[src/rtl/i2cbf_cfg.svh]
// constants for the two-wire bus framing block
// Functional notes
// - each bus unit is nine bits: eight data bits then one acknowledge bit
// - sender releases SDA after the eighth falling SCL and samples acknowledge next pulse
// - the master drives SCL; a slave may stretch it by holding SCL low, which lengthens the phase
// - SDA changes only while SCL low; receiver captures on SCL rising edge
// - SDA change while SCL high is Start or Stop, never data
// - SDA held valid after SCL falls for a two-bit selectable hold time
// - Start is SDA falling while SCL high; generated only as master
// - master waits for bus free flag before driving a Start
// - simultaneous Start by another master shows as collision in address phase
// - Stop is SDA rising while SCL high
// - Stop valid only after one SCL low period following Start
// - SDA and SCL are open drain: pull low or release only
`ifndef I2CBF_CFG_SVH
`define I2CBF_CFG_SVH

`define I2CBF_CLK_MHZ      100
`define I2CBF_SCL_LOW_NS   5000
`define I2CBF_SCL_HIGH_NS  5000
`define I2CBF_HOLD0_NS     100
`define I2CBF_HOLD1_NS     300
`define I2CBF_HOLD2_NS     600
`define I2CBF_HOLD3_NS     1000
`define I2CBF_NS2CYC(ns)   ((((ns) * `I2CBF_CLK_MHZ) + 999) / 1000)
`define I2CBF_BITS_BYTE    8
`define I2CBF_BUS_FREE_RST 1'b1
`define I2CBF_FIFO_DEPTH   2

`endif

[src/rtl/i2cbf_pkg.sv]
// types shared by the bus framing block
package i2cbf_pkg;

    typedef enum logic [7:0] {
        I2CBF_IDLE  = 8'h01,
        I2CBF_START = 8'h02,
        I2CBF_LOW   = 8'h04,
        I2CBF_HIGH  = 8'h08,
        I2CBF_WAIT  = 8'h10,
        I2CBF_STOPL = 8'h20,
        I2CBF_STOPH = 8'h40,
        I2CBF_STOPR = 8'h80
    } i2cbf_fsm_e;

    // one word queued for transmission
    typedef struct packed {
        logic       last;
        logic [7:0] data;
    } i2cbf_txw_s;

    // one nine-bit unit seen on the bus
    typedef struct packed {
        logic [7:0] data;
        logic       ack;
    } i2cbf_rxw_s;

endpackage

[src/rtl/i2cbf_fifo.sv]
// small valid/ready buffer in front of the transmit path
`timescale 1ns/100ps
module i2cbf_fifo #(
    parameter int WIDTH = 9,
    parameter int DEPTH = 2
) (
    // clock and reset
    input  wire logic             mclk_in,
    input  wire logic             srst_in,
    // fill side
    input  wire logic             in_valid_in,
    input  wire logic [WIDTH-1:0] in_data_in,
    output logic                  in_ready_out,
    // drain side
    output logic                  out_valid_out,
    output logic [WIDTH-1:0]      out_data_out,
    input  wire logic             out_ready_in
);
    localparam int AW = $clog2(DEPTH);

    if (DEPTH < 2 || (DEPTH & (DEPTH - 1)) != 0) begin : g_chk
        $error("i2cbf_fifo depth must be a power of two, at least 2");
    end

    typedef struct packed {
        logic [DEPTH-1:0][WIDTH-1:0] mem;
        logic [AW-1:0]               wp;
        logic [AW-1:0]               rp;
        logic [AW:0]                 cnt;
        logic                        rdy;
        logic                        vld;
    } fifo_st_s;

    fifo_st_s st_r;
    fifo_st_s st_nxt;
    logic     push;
    logic     pop;

    always_comb begin
        st_nxt = st_r;
        push   = in_valid_in && st_r.rdy;
        pop    = out_ready_in && st_r.vld;
        if (push) begin
            st_nxt.mem[st_r.wp] = in_data_in;
            st_nxt.wp           = st_r.wp + 1'b1;
        end
        if (pop) begin
            st_nxt.rp = st_r.rp + 1'b1;
        end
        st_nxt.cnt = st_r.cnt + (AW+1)'(push) - (AW+1)'(pop);
        st_nxt.rdy = st_nxt.cnt != (AW+1)'(DEPTH);
        st_nxt.vld = st_nxt.cnt != '0;
    end

    always_ff @(posedge mclk_in) begin
        if (srst_in) begin
            st_r     <= '0;
            st_r.rdy <= 1'b1;
        end else begin
            st_r <= st_nxt;
        end
    end

    assign in_ready_out  = st_r.rdy;
    assign out_valid_out = st_r.vld;
    assign out_data_out  = st_r.mem[st_r.rp];
endmodule // i2cbf_fifo

[src/rtl/i2cbf_top.sv]
// two-wire bus framing: start/stop generation and detection, byte/ack framing
`timescale 1ns/100ps
`include "i2cbf_cfg.svh"
module i2cbf_top #(
    parameter int SCL_LOW_CYC  = `I2CBF_NS2CYC(`I2CBF_SCL_LOW_NS),
    parameter int SCL_HIGH_CYC = `I2CBF_NS2CYC(`I2CBF_SCL_HIGH_NS),
    parameter int FIFO_DEPTH   = `I2CBF_FIFO_DEPTH
) (
    // clock and reset
    input  wire logic                 mclk_in,
    input  wire logic                 srst_in,
    // bus pins, open drain
    input  wire logic                 scl_in,
    output logic                      scl_out,
    output logic                      scl_oe_out,
    input  wire logic                 sda_in,
    output logic                      sda_out,
    output logic                      sda_oe_out,
    // configuration
    input  wire logic [1:0]           sda_hold_select_in,
    // transmit stream
    input  wire logic                 tx_valid_in,
    input  wire i2cbf_pkg::i2cbf_txw_s tx_word_in,
    output logic                      tx_ready_out,
    // receive stream and events
    output logic                      rx_valid_out,
    output i2cbf_pkg::i2cbf_rxw_s     rx_word_out,
    output logic                      ack_valid_out,
    output logic                      nack_out,
    output logic                      collision_out,
    output logic                      start_det_out,
    output logic                      stop_det_out,
    output logic                      bus_free_flag_out,
    output logic                      busy_out
);
    localparam logic [11:0] LOW_END  = 12'(SCL_LOW_CYC - 1);
    localparam logic [11:0] HIGH_END = 12'(SCL_HIGH_CYC - 1);
    localparam int HOLD_MAX = `I2CBF_NS2CYC(`I2CBF_HOLD3_NS);

    if (SCL_LOW_CYC < HOLD_MAX + 2 || SCL_LOW_CYC > 4096 || SCL_HIGH_CYC < 2
            || SCL_HIGH_CYC > 4096) begin : g_chk
        $error("i2cbf_top SCL phase counts out of range");
    end

    // hold time in cycles after our own SCL falling edge
    function automatic logic [11:0] hold_cyc(input logic [1:0] sel);
        case (sel)
            2'h0:    hold_cyc = 12'(`I2CBF_NS2CYC(`I2CBF_HOLD0_NS));
            2'h1:    hold_cyc = 12'(`I2CBF_NS2CYC(`I2CBF_HOLD1_NS));
            2'h2:    hold_cyc = 12'(`I2CBF_NS2CYC(`I2CBF_HOLD2_NS));
            default: hold_cyc = 12'(`I2CBF_NS2CYC(`I2CBF_HOLD3_NS));
        endcase
    endfunction

    typedef struct packed {
        i2cbf_pkg::i2cbf_fsm_e fsm;
        logic [1:0]            scl_sy;
        logic [1:0]            sda_sy;
        logic                  scl_p;
        logic                  sda_p;
        logic                  active;
        logic                  low_seen;
        logic                  bus_free;
        logic [3:0]            rbit;
        logic [7:0]            rsh;
        logic [3:0]            mbit;
        logic [7:0]            txb;
        logic                  last;
        logic                  first;
        logic [11:0]           tmr;
        logic                  scl_o;
        logic                  scl_oe;
        logic                  sda_o;
        logic                  sda_oe;
        logic                  rxv;
        i2cbf_pkg::i2cbf_rxw_s rxw;
        logic                  ackv;
        logic                  nack;
        logic                  coll;
        logic                  startp;
        logic                  stopp;
        logic                  busy;
    } top_st_s;

    top_st_s               st_r;
    top_st_s               st_nxt;
    logic                  q_valid;
    i2cbf_pkg::i2cbf_txw_s q_word;
    logic                  q_pop;
    logic                  scl;
    logic                  sda;
    logic                  start_det;
    logic                  stop_det;
    logic [11:0]           hold;

    i2cbf_fifo #(
        .WIDTH ($bits(i2cbf_pkg::i2cbf_txw_s)),
        .DEPTH (FIFO_DEPTH)
    ) u_txq (
        .mclk_in       (mclk_in),
        .srst_in       (srst_in),
        .in_valid_in   (tx_valid_in),
        .in_data_in    (tx_word_in),
        .in_ready_out  (tx_ready_out),
        .out_valid_out (q_valid),
        .out_data_out  (q_word),
        .out_ready_in  (q_pop)
    );

    always_comb begin
        st_nxt        = st_r;
        q_pop         = 1'b0;
        hold          = hold_cyc(sda_hold_select_in);
        // second synchroniser stage only is read by logic
        st_nxt.scl_sy = {st_r.scl_sy[0], scl_in};
        st_nxt.sda_sy = {st_r.sda_sy[0], sda_in};
        scl           = st_r.scl_sy[1];
        sda           = st_r.sda_sy[1];
        st_nxt.scl_p  = scl;
        st_nxt.sda_p  = sda;
        st_nxt.rxv    = 1'b0;
        st_nxt.ackv   = 1'b0;
        st_nxt.coll   = 1'b0;
        // SDA moving while SCL stays high is a condition, not data
        start_det     = scl && st_r.scl_p && st_r.sda_p && !sda;
        stop_det      = scl && st_r.scl_p && !st_r.sda_p && sda && st_r.low_seen;
        st_nxt.startp = start_det;
        st_nxt.stopp  = stop_det;

        // bus monitor
        if (start_det) begin
            st_nxt.active   = 1'b1;
            st_nxt.low_seen = 1'b0;
            st_nxt.bus_free = 1'b0;
            st_nxt.rbit     = 4'h0;
        end else if (stop_det) begin
            st_nxt.active   = 1'b0;
            st_nxt.low_seen = 1'b0;
            st_nxt.bus_free = 1'b1;
        end else if (st_r.active) begin
            if (!scl) begin
                st_nxt.low_seen = 1'b1;
            end
            if (scl && !st_r.scl_p) begin
                if (st_r.rbit == 4'(`I2CBF_BITS_BYTE)) begin
                    st_nxt.rxv      = 1'b1;
                    st_nxt.rxw.data = st_r.rsh;
                    st_nxt.rxw.ack  = !sda;
                    st_nxt.rbit     = 4'h0;
                end else begin
                    st_nxt.rsh  = {st_r.rsh[6:0], sda};
                    st_nxt.rbit = st_r.rbit + 4'h1;
                end
            end
        end

        // master sequencer; outputs only ever pull low or release
        case (st_r.fsm)
            i2cbf_pkg::I2CBF_IDLE: begin
                st_nxt.scl_oe = 1'b0;
                st_nxt.sda_oe = 1'b0;
                st_nxt.busy   = 1'b0;
                st_nxt.tmr    = 12'h000;
                if (q_valid && st_r.bus_free && scl && sda) begin
                    q_pop         = 1'b1;
                    st_nxt.txb    = q_word.data;
                    st_nxt.last   = q_word.last;
                    st_nxt.first  = 1'b1;
                    st_nxt.busy   = 1'b1;
                    st_nxt.sda_oe = 1'b1;
                    st_nxt.fsm    = i2cbf_pkg::I2CBF_START;
                end
            end
            i2cbf_pkg::I2CBF_START: begin
                st_nxt.tmr = st_r.tmr + 12'h001;
                if (st_r.tmr == HIGH_END) begin
                    st_nxt.tmr    = 12'h000;
                    st_nxt.mbit   = 4'h0;
                    st_nxt.scl_oe = 1'b1;
                    st_nxt.fsm    = i2cbf_pkg::I2CBF_LOW;
                end
            end
            i2cbf_pkg::I2CBF_LOW: begin
                st_nxt.tmr = st_r.tmr + 12'h001;
                if (st_r.tmr == hold) begin
                    // ninth bit: release SDA so the receiver can answer
                    st_nxt.sda_oe = (st_r.mbit < 4'(`I2CBF_BITS_BYTE)) && !st_r.txb[7];
                end
                if (st_r.tmr == LOW_END) begin
                    st_nxt.tmr    = 12'h000;
                    st_nxt.scl_oe = 1'b0;
                    st_nxt.fsm    = i2cbf_pkg::I2CBF_HIGH;
                end
            end
            i2cbf_pkg::I2CBF_HIGH: begin
                // count only once SCL really reads high, so a stretching
                // slave or a slower master lengthens the phase
                if (scl) begin
                    st_nxt.tmr = st_r.tmr + 12'h001;
                    if (st_r.first && st_r.mbit < 4'(`I2CBF_BITS_BYTE)
                            && !st_r.sda_oe && !sda) begin
                        st_nxt.coll = 1'b1;
                        st_nxt.busy = 1'b0;
                        st_nxt.fsm  = i2cbf_pkg::I2CBF_IDLE;
                    end else if (st_r.tmr == HIGH_END) begin
                        st_nxt.tmr    = 12'h000;
                        st_nxt.scl_oe = 1'b1;
                        if (st_r.mbit < 4'(`I2CBF_BITS_BYTE)) begin
                            st_nxt.txb  = {st_r.txb[6:0], 1'b0};
                            st_nxt.mbit = st_r.mbit + 4'h1;
                            st_nxt.fsm  = i2cbf_pkg::I2CBF_LOW;
                        end else begin
                            st_nxt.ackv  = 1'b1;
                            st_nxt.nack  = sda;
                            st_nxt.first = 1'b0;
                            st_nxt.fsm   = (sda || st_r.last) ? i2cbf_pkg::I2CBF_STOPL
                                                              : i2cbf_pkg::I2CBF_WAIT;
                        end
                    end
                end
            end
            i2cbf_pkg::I2CBF_WAIT: begin
                // SCL is held low while the queue is empty
                if (q_valid) begin
                    q_pop       = 1'b1;
                    st_nxt.txb  = q_word.data;
                    st_nxt.last = q_word.last;
                    st_nxt.mbit = 4'h0;
                    st_nxt.tmr  = 12'h000;
                    st_nxt.fsm  = i2cbf_pkg::I2CBF_LOW;
                end
            end
            i2cbf_pkg::I2CBF_STOPL: begin
                st_nxt.tmr = st_r.tmr + 12'h001;
                if (st_r.tmr == hold) begin
                    st_nxt.sda_oe = 1'b1;
                end
                if (st_r.tmr == LOW_END) begin
                    st_nxt.tmr    = 12'h000;
                    st_nxt.scl_oe = 1'b0;
                    st_nxt.fsm    = i2cbf_pkg::I2CBF_STOPH;
                end
            end
            i2cbf_pkg::I2CBF_STOPH: begin
                if (scl) begin
                    st_nxt.tmr = st_r.tmr + 12'h001;
                    if (st_r.tmr == HIGH_END) begin
                        st_nxt.tmr    = 12'h000;
                        st_nxt.sda_oe = 1'b0;
                        st_nxt.fsm    = i2cbf_pkg::I2CBF_STOPR;
                    end
                end
            end
            i2cbf_pkg::I2CBF_STOPR: begin
                st_nxt.tmr = st_r.tmr + 12'h001;
                if (st_r.tmr == HIGH_END) begin
                    st_nxt.tmr  = 12'h000;
                    st_nxt.busy = 1'b0;
                    st_nxt.fsm  = i2cbf_pkg::I2CBF_IDLE;
                end
            end
            default: begin
                st_nxt.scl_oe = 1'b0;
                st_nxt.sda_oe = 1'b0;
                st_nxt.fsm    = i2cbf_pkg::I2CBF_IDLE;
            end
        endcase
        // a lost arbitration or idle state never leaves the lines pulled
        if (st_nxt.fsm == i2cbf_pkg::I2CBF_IDLE) begin
            st_nxt.scl_oe = 1'b0;
            st_nxt.sda_oe = 1'b0;
        end
    end

    always_ff @(posedge mclk_in) begin
        if (srst_in) begin
            st_r          <= '0;
            st_r.fsm      <= i2cbf_pkg::I2CBF_IDLE;
            st_r.scl_sy   <= 2'h3;
            st_r.sda_sy   <= 2'h3;
            st_r.scl_p    <= 1'b1;
            st_r.sda_p    <= 1'b1;
            st_r.bus_free <= `I2CBF_BUS_FREE_RST;
        end else begin
            st_r <= st_nxt;
        end
    end

    assign scl_out           = st_r.scl_o;
    assign scl_oe_out        = st_r.scl_oe;
    assign sda_out           = st_r.sda_o;
    assign sda_oe_out        = st_r.sda_oe;
    assign rx_valid_out      = st_r.rxv;
    assign rx_word_out       = st_r.rxw;
    assign ack_valid_out     = st_r.ackv;
    assign nack_out          = st_r.nack;
    assign collision_out     = st_r.coll;
    assign start_det_out     = st_r.startp;
    assign stop_det_out      = st_r.stopp;
    assign bus_free_flag_out = st_r.bus_free;
    assign busy_out          = st_r.busy;
endmodule // i2cbf_top

[config.mk]
export PLATFORM = sky130hd
export DESIGN_NAME = i2cbf_top
export DESIGN_NICKNAME = d
export VERILOG_FILES = /design/src/rtl/i2cbf_pkg.sv /design/src/rtl/i2cbf_fifo.sv /design/src/rtl/i2cbf_top.sv
export VERILOG_INCLUDE_DIRS = /design/src /design/src/rtl
export SDC_FILE = /design/constraint.sdc
export NUM_CORES = 1
export LEC_CHECK = 0
export ABC_AREA = 0
export BUFFER_PORTS_ARGS = -buffer_cell sky130_fd_sc_hd__buf_2
export CAP_MARGIN = 20
export CORE_MARGIN = 2
export CORE_UTILIZATION = 60
export CTS_BUF_LIST = sky130_fd_sc_hd__clkbuf_2
export DETAILED_ROUTE_END_ITERATION = 6
export HOLD_SLACK_MARGIN = 0.03
export PLACE_DENSITY = 0.77
export SLEW_MARGIN = 20
export SYNTH_ARGS = -nofsm -noshare
export SYNTH_HDL_FRONTEND = slang
export SYNTH_SLANG_ARGS = --single-unit
[constraint.sdc]
create_clock -name mclk_in -period 3.1 [get_ports mclk_in]
set_input_delay 0.155 -clock mclk_in [delete_from_list [all_inputs] [get_ports mclk_in]]
set_output_delay 0.155 -clock mclk_in [all_outputs]
set_load 0.01 [all_outputs]
==> run_results.csv, run 1 <==
group,metric,value,unit
clocking,cts_inserted_buffers,9,
yosys,synth-edff-count,0,
global_routing,overflow,0,
job,drv.max_cap_violation_count,0,
setup_path,cp_max_delay_cell,"dfxtp_1",
global_routing,antenna_found_initial,0,
yosys,synth.yosys.warnings,0,
routing,average_wire_length_per_cell_after_detail_routing,15.3,um
routing,detail_route.vias_per_cell,5.85,
clocking,clk_root_buffer_cell,"clkbuf_2",
final_layout,fillerInstances,673,
setup_path,startpoint,"st_r[70]",
timing,finalCriticalPeriod,2780,ps
placement,dpl_worst_slack,367,ps
timing,final-hold-violation-count,0,
die,fp.dieW,93.7,um
clocking,htree_num_levels,3,
yosys,dominantRegCellSynth,"dfxtp_1",
clocking,cts_tree,"built",
setup_path,worstSetupStartpointType,"flop",
global_routing,use_met2,0.442,
clocking,worst_skew_pair.late_latency,560,ps
yosys,synth_area_leaders,"dfxtp_1 40%, nand2_1 7.7%, a21oi_1 6.2%, mux2i_1 4.4%, nor2_1 4.1%",
die,num_ports,38,
yosys,synth_top_cell_by_area,"dfxtp_1",
yosys,synth_area,0.00482,mm^2
die,die_area,0.00877,mm^2
hold_path,min-delay-path-class,"in -> reg",
clocking,clock_transition_at_path_regs,230,ps
routing,antenna_violating_nets_remaining,0,
global_routing,grt.total_usage,0.264,
final_layout,antenna_cells,0,
setup_path,timing.rr.start,"st_r[70]",
clocking,clock-sinks,97,
die,height_of_the_die,93.7,um
routing,initialDrtViolationCount,188,
routing,drc,0,
yosys,count_of_distinct_cell_types_in_the_synthesized_netlist,65,
setup_path,worst-setup-path-type,"reg -> reg",
die,rows,32,
setup_path,worst-endpoint-required,3560,ps
setup_path,critical_path.endpoint_type,"flop",
timing,post-route-worst-setup-slack,320,ps
yosys,seq_area_frac_synth,0.403,
global_routing,grt_use_met1,0.330,
die,initial_core_util,0.621,
run_status,status,"completed",
setup_path,critPathMaxStageDelay,500,ps
power,power_density,545,mW/mm^2
timing,fin_crit_sh,0.897,
power,power.static_leakage,0.00203,uW
timing,slew_headroom,0.529,
timing,maxClockFrequency,360,MHz
timing,report.final.setup_viol,0,
yosys,synth-seq-cells,97,
global_routing,number_of_global_route_vias_before_repair,3947,
global_routing,busiest_layer,"met2",
final_layout,num-nets-final,631,
yosys,yosysTopAreaCellShare,0.403,
global_routing,wire_length_of_the_first_global_routing_pass,18400,um
hold_path,worstHoldStart,"sda_in",
yosys,post_synth_inst_count,582,
routing,wl,10900,um
routing,detailroute.via_count,4166,
timing,final_max_slew_viol_count,0,
timing,fin_setup_tns,0,ps
timing,finalClockSkew,30.7,ps
setup_path,arrival,3240,ps
final_layout,drive_above_1_share,0.148,
global_routing,met3_track_utilization_from_global_routing,0.0433,
placement,place_congestion,0.954,
final_layout,areaGrowthSynthToFinish,7.45,%
placement,place.detailed.hpwl,7650,um
yosys,avgSynthCellArea,8.29,um^2
die,design.core.area,0.00777,mm^2
placement,placement.io_buffers,35,
clocking,clock_path_buffers,2,
timing,grt_setup_unrepaired,"false",
setup_path,critical_path.cell_chain,"nor4_4 -> nand3_1 -> or2_2 -> nand2_1 -> ha_1 -> inv_1 -> ha_1 -> xor2_1 -> xnor2_1 -> nor2_1 -> or2_2",
timing,tightestPinTransition,689,ps
setup_path,timing.critical_path.fanout_max,11,
global_routing,grt_max_degree,47,
power,ir_drop,0.398,mV
yosys,synthArstFlopShare,0,
routing,detail_route.first_pass.iterations,5,
cell usage in the layout (no fill, tap or decap), types with 3 or more instances in the layout:
cell type      netlist  routed
o211ai_1             4       4
a21oi_1             60      60
xor2_1               9       9
ha_1                10      10
nor2b_1              6       6
nand4_1              8       8
and3_1               7       7
xnor2_1              3       3
and4b_1              3       3
o21ai_0             21      21
buf_2                9      35
o311ai_2             5       5
a21o_1               5       5
nand4b_1             3       3
nand3_1             28      28
a22o_1               4       4
inv_1               15      15
nand2_1             99      99
clkbuf_2             1      10
or3_1                3       3
and4_1               3       3
mux2i_1             21      21
o21a_1               5       5
nor2_1              53      53
a31oi_1              6       6
or2_2               11      11
dlygate4sd3_1        0      13
dfxtp_1             97      97
buf_4               12       8
nor3_1               8       8
metrics by stage:
step,power (uW),std cells,hold WS [ps],area [um^2],util
after CTS,2830,712,286,5180,0.667
after floorplan,2040,583,259,4830,-
final,2820,712,312,5180,0.667
after global placement,2170,683,340,4940,0.635
after global routing,2970,712,262,5180,0.667
after detailed placement,2200,683,340,4940,0.635
per-layer routing:
metal,vias up,part of all wire
li1,2057,-
met4,0,0.033
met5,-,0
met2,140,0.49
met3,28,0.052
met1,1941,0.42
power breakdown:
group	internal [uW]	switching (uW)	leakage [uW]	total, uW
sequential	1360	114	0.000787	1470
clock	194	431	0.0000743	625
combinational	307	420	0.00117	727
state kept, by name, summed over array words and instances, names as in the netlist:
name	count
rx_word_out	9
stop_det_out	1
rx_valid_out	1
nack_out	1
u_txq.st_r	22
u_txq.out_valid_out	1
st_r	50
scl_oe_out	1
st_nxt	2
scl	1
sda	1
ack_valid_out	1
start_det_out	1
busy_out	1
u_txq.in_ready_out	1
collision_out	1
bus_free_flag_out	1
sda_oe_out	1
repair_timing:
item / in CTS / in global routing
hold endpoints to repair: 34 / 0
buffers inserted: 0 / 0
resized for setup: 0 / 0
hold buffers: 13 / 0
final cells by class:
cell class,instances,area (um^2),share of cell area
multi-input cells,426,2570,0.497
flip-flops and latches,97,1940,0.375
repair buffers,56,365,0.0705
well taps,102,128,0.0246
clock inverters,6,65.1,0.0126
inverters,15,56.3,0.0109
clock buffers,10,50.0,0.00966
cells by family (layout without fill, tap and decap cells):
| kind of cell | Yosys count | in the layout | synth area share |
|---|---|---|---|
| xor gates and xnor gates | 12 | 12 | 0.0218 |
| other | 1 | 2 | 0.000778 |
| buffers and inverters | 60 | 87 | 0.0641 |
| adders and majority gates | 10 | 10 | 0.0259 |
| and+or+nand+nor | 254 | 254 | 0.267 |
| AOI/OAI and AO/OA | 127 | 127 | 0.174 |
| DFF | 97 | 97 | 0.403 |
| muxes | 21 | 21 | 0.0436 |
critical path, delay by kind of cell, from the launching register on:
family,cells,cell delay (ps)
XOR/XNOR,2,350
adder cells (fa/ha/maj),2,400
buffers and inverters,1,60
flip-flops,1,500
AND/OR/NAND/NOR,6,1420
synth_stat cells, types with 9 or more instances:
| library cell | instances |
|---|---|
| buf_2 | 9 |
| buf_4 | 12 |
| clkbuf_1 | 16 |
| inv_1 | 15 |
| o21ai_0 | 21 |
| xor2_1 | 9 |
| mux2i_1 | 21 |
| or2_2 | 11 |
| dfxtp_1 | 97 |
| nand3_1 | 28 |
| nand2_1 | 99 |
| ha_1 | 10 |
| a21oi_1 | 60 |
| nor2_1 | 53 |
worst paths after layout:
check,to,slack [ps],depth (start not counted)
setup / recovery,u_txq.out_valid_out,320,11
hold / removal,st_nxt[64],310,3
setup reg to reg,u_txq.out_valid_out,320,11
hold reg to reg,sda,440,1
(Power assumes the default switching activity.)
==> run 2: changes to the inputs <==
--- a/config.mk
+++ b/config.mk
@@ -9,6 +9,7 @@
 export ABC_AREA = 0
 export BUFFER_PORTS_ARGS = -buffer_cell sky130_fd_sc_hd__buf_2
 export CAP_MARGIN = 20
+export CORE_ASPECT_RATIO = 0.5
 export CORE_MARGIN = 2
 export CORE_UTILIZATION = 60
 export CTS_BUF_LIST = sky130_fd_sc_hd__clkbuf_2
==> run 2 against run 1 <==
Against the previous run: flip-flop and latch count unchanged; core utilization decreased by 0.28 points; count of clock-buffer cells in the layout decreased by 1; critical path type unchanged; sequential power about the same; global-route usage decreased by 1.8 points; cell count increased by 1.5%; critical path depth unchanged; fmax decreased by 0.26%; non-clock buffer count increased by 2; hold slack got worse by 41 ps; combinational power decreased by 2%; highest routed layer unchanged.
==> run_results.csv, run 2 (synthesis gave the netlist of run 1 again) <==
group,metric,value,unit
timing,tightestPinTransition,668,ps
routing,average_wire_length_per_cell_after_detail_routing,14.2,um
routing,antenna_violating_nets_remaining,0,
timing,fin_crit_sh,0.899,
timing,final_max_slew_viol_count,0,
routing,detailroute.via_count,4073,
setup_path,timing.critical_path.fanout_max,8,
routing,drc,0,
timing,post-route-worst-setup-slack,313,ps
die,fp.dieW,131,um
hold_path,end_point_of_the_worst_hold_path,"st_nxt[66]",
final_layout,most_common_library_cell_in_the_layout_ignoring_fill_and_taps,"nand2_1",
setup_path,critical_path.endpoint_type,"flop",
placement,dpl_worst_slack,341,ps
setup_path,worst-setup-path-type,"reg -> reg",
setup_path,worst-endpoint-required,3610,ps
final_layout,antenna_cells,0,
placement,placed_cells,695,
routing,wl,10300,um
timing,report.final.setup_viol,0,
timing,maxClockFrequency,359,MHz
clocking,clk_root_buffer_cell,"clkbuf_2",
die,initial_core_util,0.612,
hold_path,min-delay-path-class,"in -> reg",
routing,detail_route.first_pass.iterations,4,
clocking,clock_transition_at_path_regs,250,ps
final_layout,top_library_cells_by_usage_in_the_layout_fill_and_taps_aside,"99 x nand2_1, 97 x dfxtp_1, 60 x a21oi_1",
global_routing,overflow,0,
timing,final-hold-violation-count,0,
routing,initialDrtViolationCount,255,
die,rows,23,
timing,finalClockSkew,34.4,ps
run_status,status,"completed",
setup_path,critical_path.reg2reg.endpoint,"u_txq.out_valid_out",
job,drv.max_cap_violation_count,0,
hold_path,min_delay_path_depth,3,
placement,place_congestion,0.916,
timing,slew_headroom,0.555,
placement,place.detailed.hpwl,7020,um
clocking,clock_path_buffers,2,
timing,fin_setup_tns,0,ps
clocking,htree_num_levels,3,
clocking,cts_inserted_buffers,9,
final_layout,num-nets-final,633,
global_routing,grt_max_degree,69,
setup_path,worstSetupStartpointType,"flop",
final_layout,finish.cell_count_without_fillers,723,
final_layout,fillerInstances,709,
setup_path,timing.reg2reg.worst_path_depth,11,
final_layout,largest_register_ffs,50,
die,design.core.area,0.00789,mm^2
global_routing,number_of_global_route_vias_before_repair,3515,
global_routing,wire_length_of_the_first_global_routing_pass,16700,um
power,ir_drop,0.257,mV
die,die_area,0.00881,mm^2
timing,finalCriticalPeriod,2790,ps
setup_path,timing.rr.start,"st_r[72]",
hold_path,worstHoldStart,"scl_in",
power,power.static_leakage,0.00205,uW
power,power_density,557,mW/mm^2
setup_path,r2r_setup_slack,310,ps
clocking,post_cts_resize_count,0,
clocking,cts_tree,"built",
global_routing,grt.total_usage,0.245,
clocking,clock-sinks,97,
final_layout,areaGrowthSynthToFinish,8.61,%
setup_path,arrival,3300,ps
timing,grt_setup_unrepaired,"false",
global_routing,antenna_found_initial,0,
placement,placement.io_buffers,35,
power,total_power,2920,uW
final_layout,largest-register,"st_r",
final_layout,drive_above_1_share,0.151,
die,num_ports,38,
clocking,worst_skew_pair.late_latency,610,ps
routing,detail_route.vias_per_cell,5.63,
die,height_of_the_die,67.4,um
final_layout,utilization,0.664,
## run 2: changes by cell type in the layout (fill, tap and decap cells not counted)
cell        change
clkinv_2        -1
clkinv_1        -1
bufinv_16       +1
buf_4           +2
clkinv_4        -1
clkinvlp_4      +1
inv_8           +2
clkbuf_2        -1
inv_6           -1
## run 2: layout make-up
cell class / instances / area, um^2 / share of cell area
Inverter: 15 / 56.3 / 0.0108
Sequential cell: 97 / 1940 / 0.371
Timing Repair Buffer: 58 / 380 / 0.0726
Clock inverter: 6 / 98.8 / 0.0189
Clock buffer: 9 / 45.0 / 0.00860
Tap cell: 112 / 140 / 0.0268
Multi-Input combinational cell: 426 / 2570 / 0.492
## run 2: worst max path at each step
stage / start / endpoint / slack, ps / cells after the start
2_1_floorplan: st_r[72] / u_txq.out_valid_out / 660 / 11
5_1_grt: st_r[72] / u_txq.out_valid_out / 90 / 11
3_5_place_dp: st_r[72] / u_txq.out_valid_out / 340 / 11
3_3_place_gp: st_r[72] / u_txq.out_valid_out / 390 / 11
6_report: st_r[72] / u_txq.out_valid_out / 310 / 11
4_1_cts: st_r[72] / u_txq.out_valid_out / 320 / 11
## run 2: stage by stage
step	hold WS, ps	area [um^2]
CTS	216	5240
floorplan	259	4830
detailed placement	340	4960
finish	271	5240
global placement	337	4960
global route	207	5240
## run 2: report_power, final
part	internal [uW]	switching (uW)
combinational	308	404
sequential	1360	114
clock	277	458
total	1940	976
## run 2: critical path, stage by stage (launching register included)
cell     delay [ps]
dfxtp_1         390
nor4_4          490
nand3_1         170
or2_2           370
nand2_1         160
ha_1            250
inv_1            50
ha_1            140
xor2_1          180
xnor2_1         150
nor2_1           70
or2_2           290
## run 2: layer usage
metal	routed length (um)	track usage	vias to the layer above
met1	4860	0.327	1893
met5	0	0	-
met4	131	0.0785	0
met3	533	0.0697	14
met2	4750	0.390	107
li1	-	-	2059
## run 2: repair_timing
item,CTS,global route
endpoints found under the hold margin,29,0
setup buffers,0,0
hold buffers,13,0
endpoints found under the setup margin,0,0
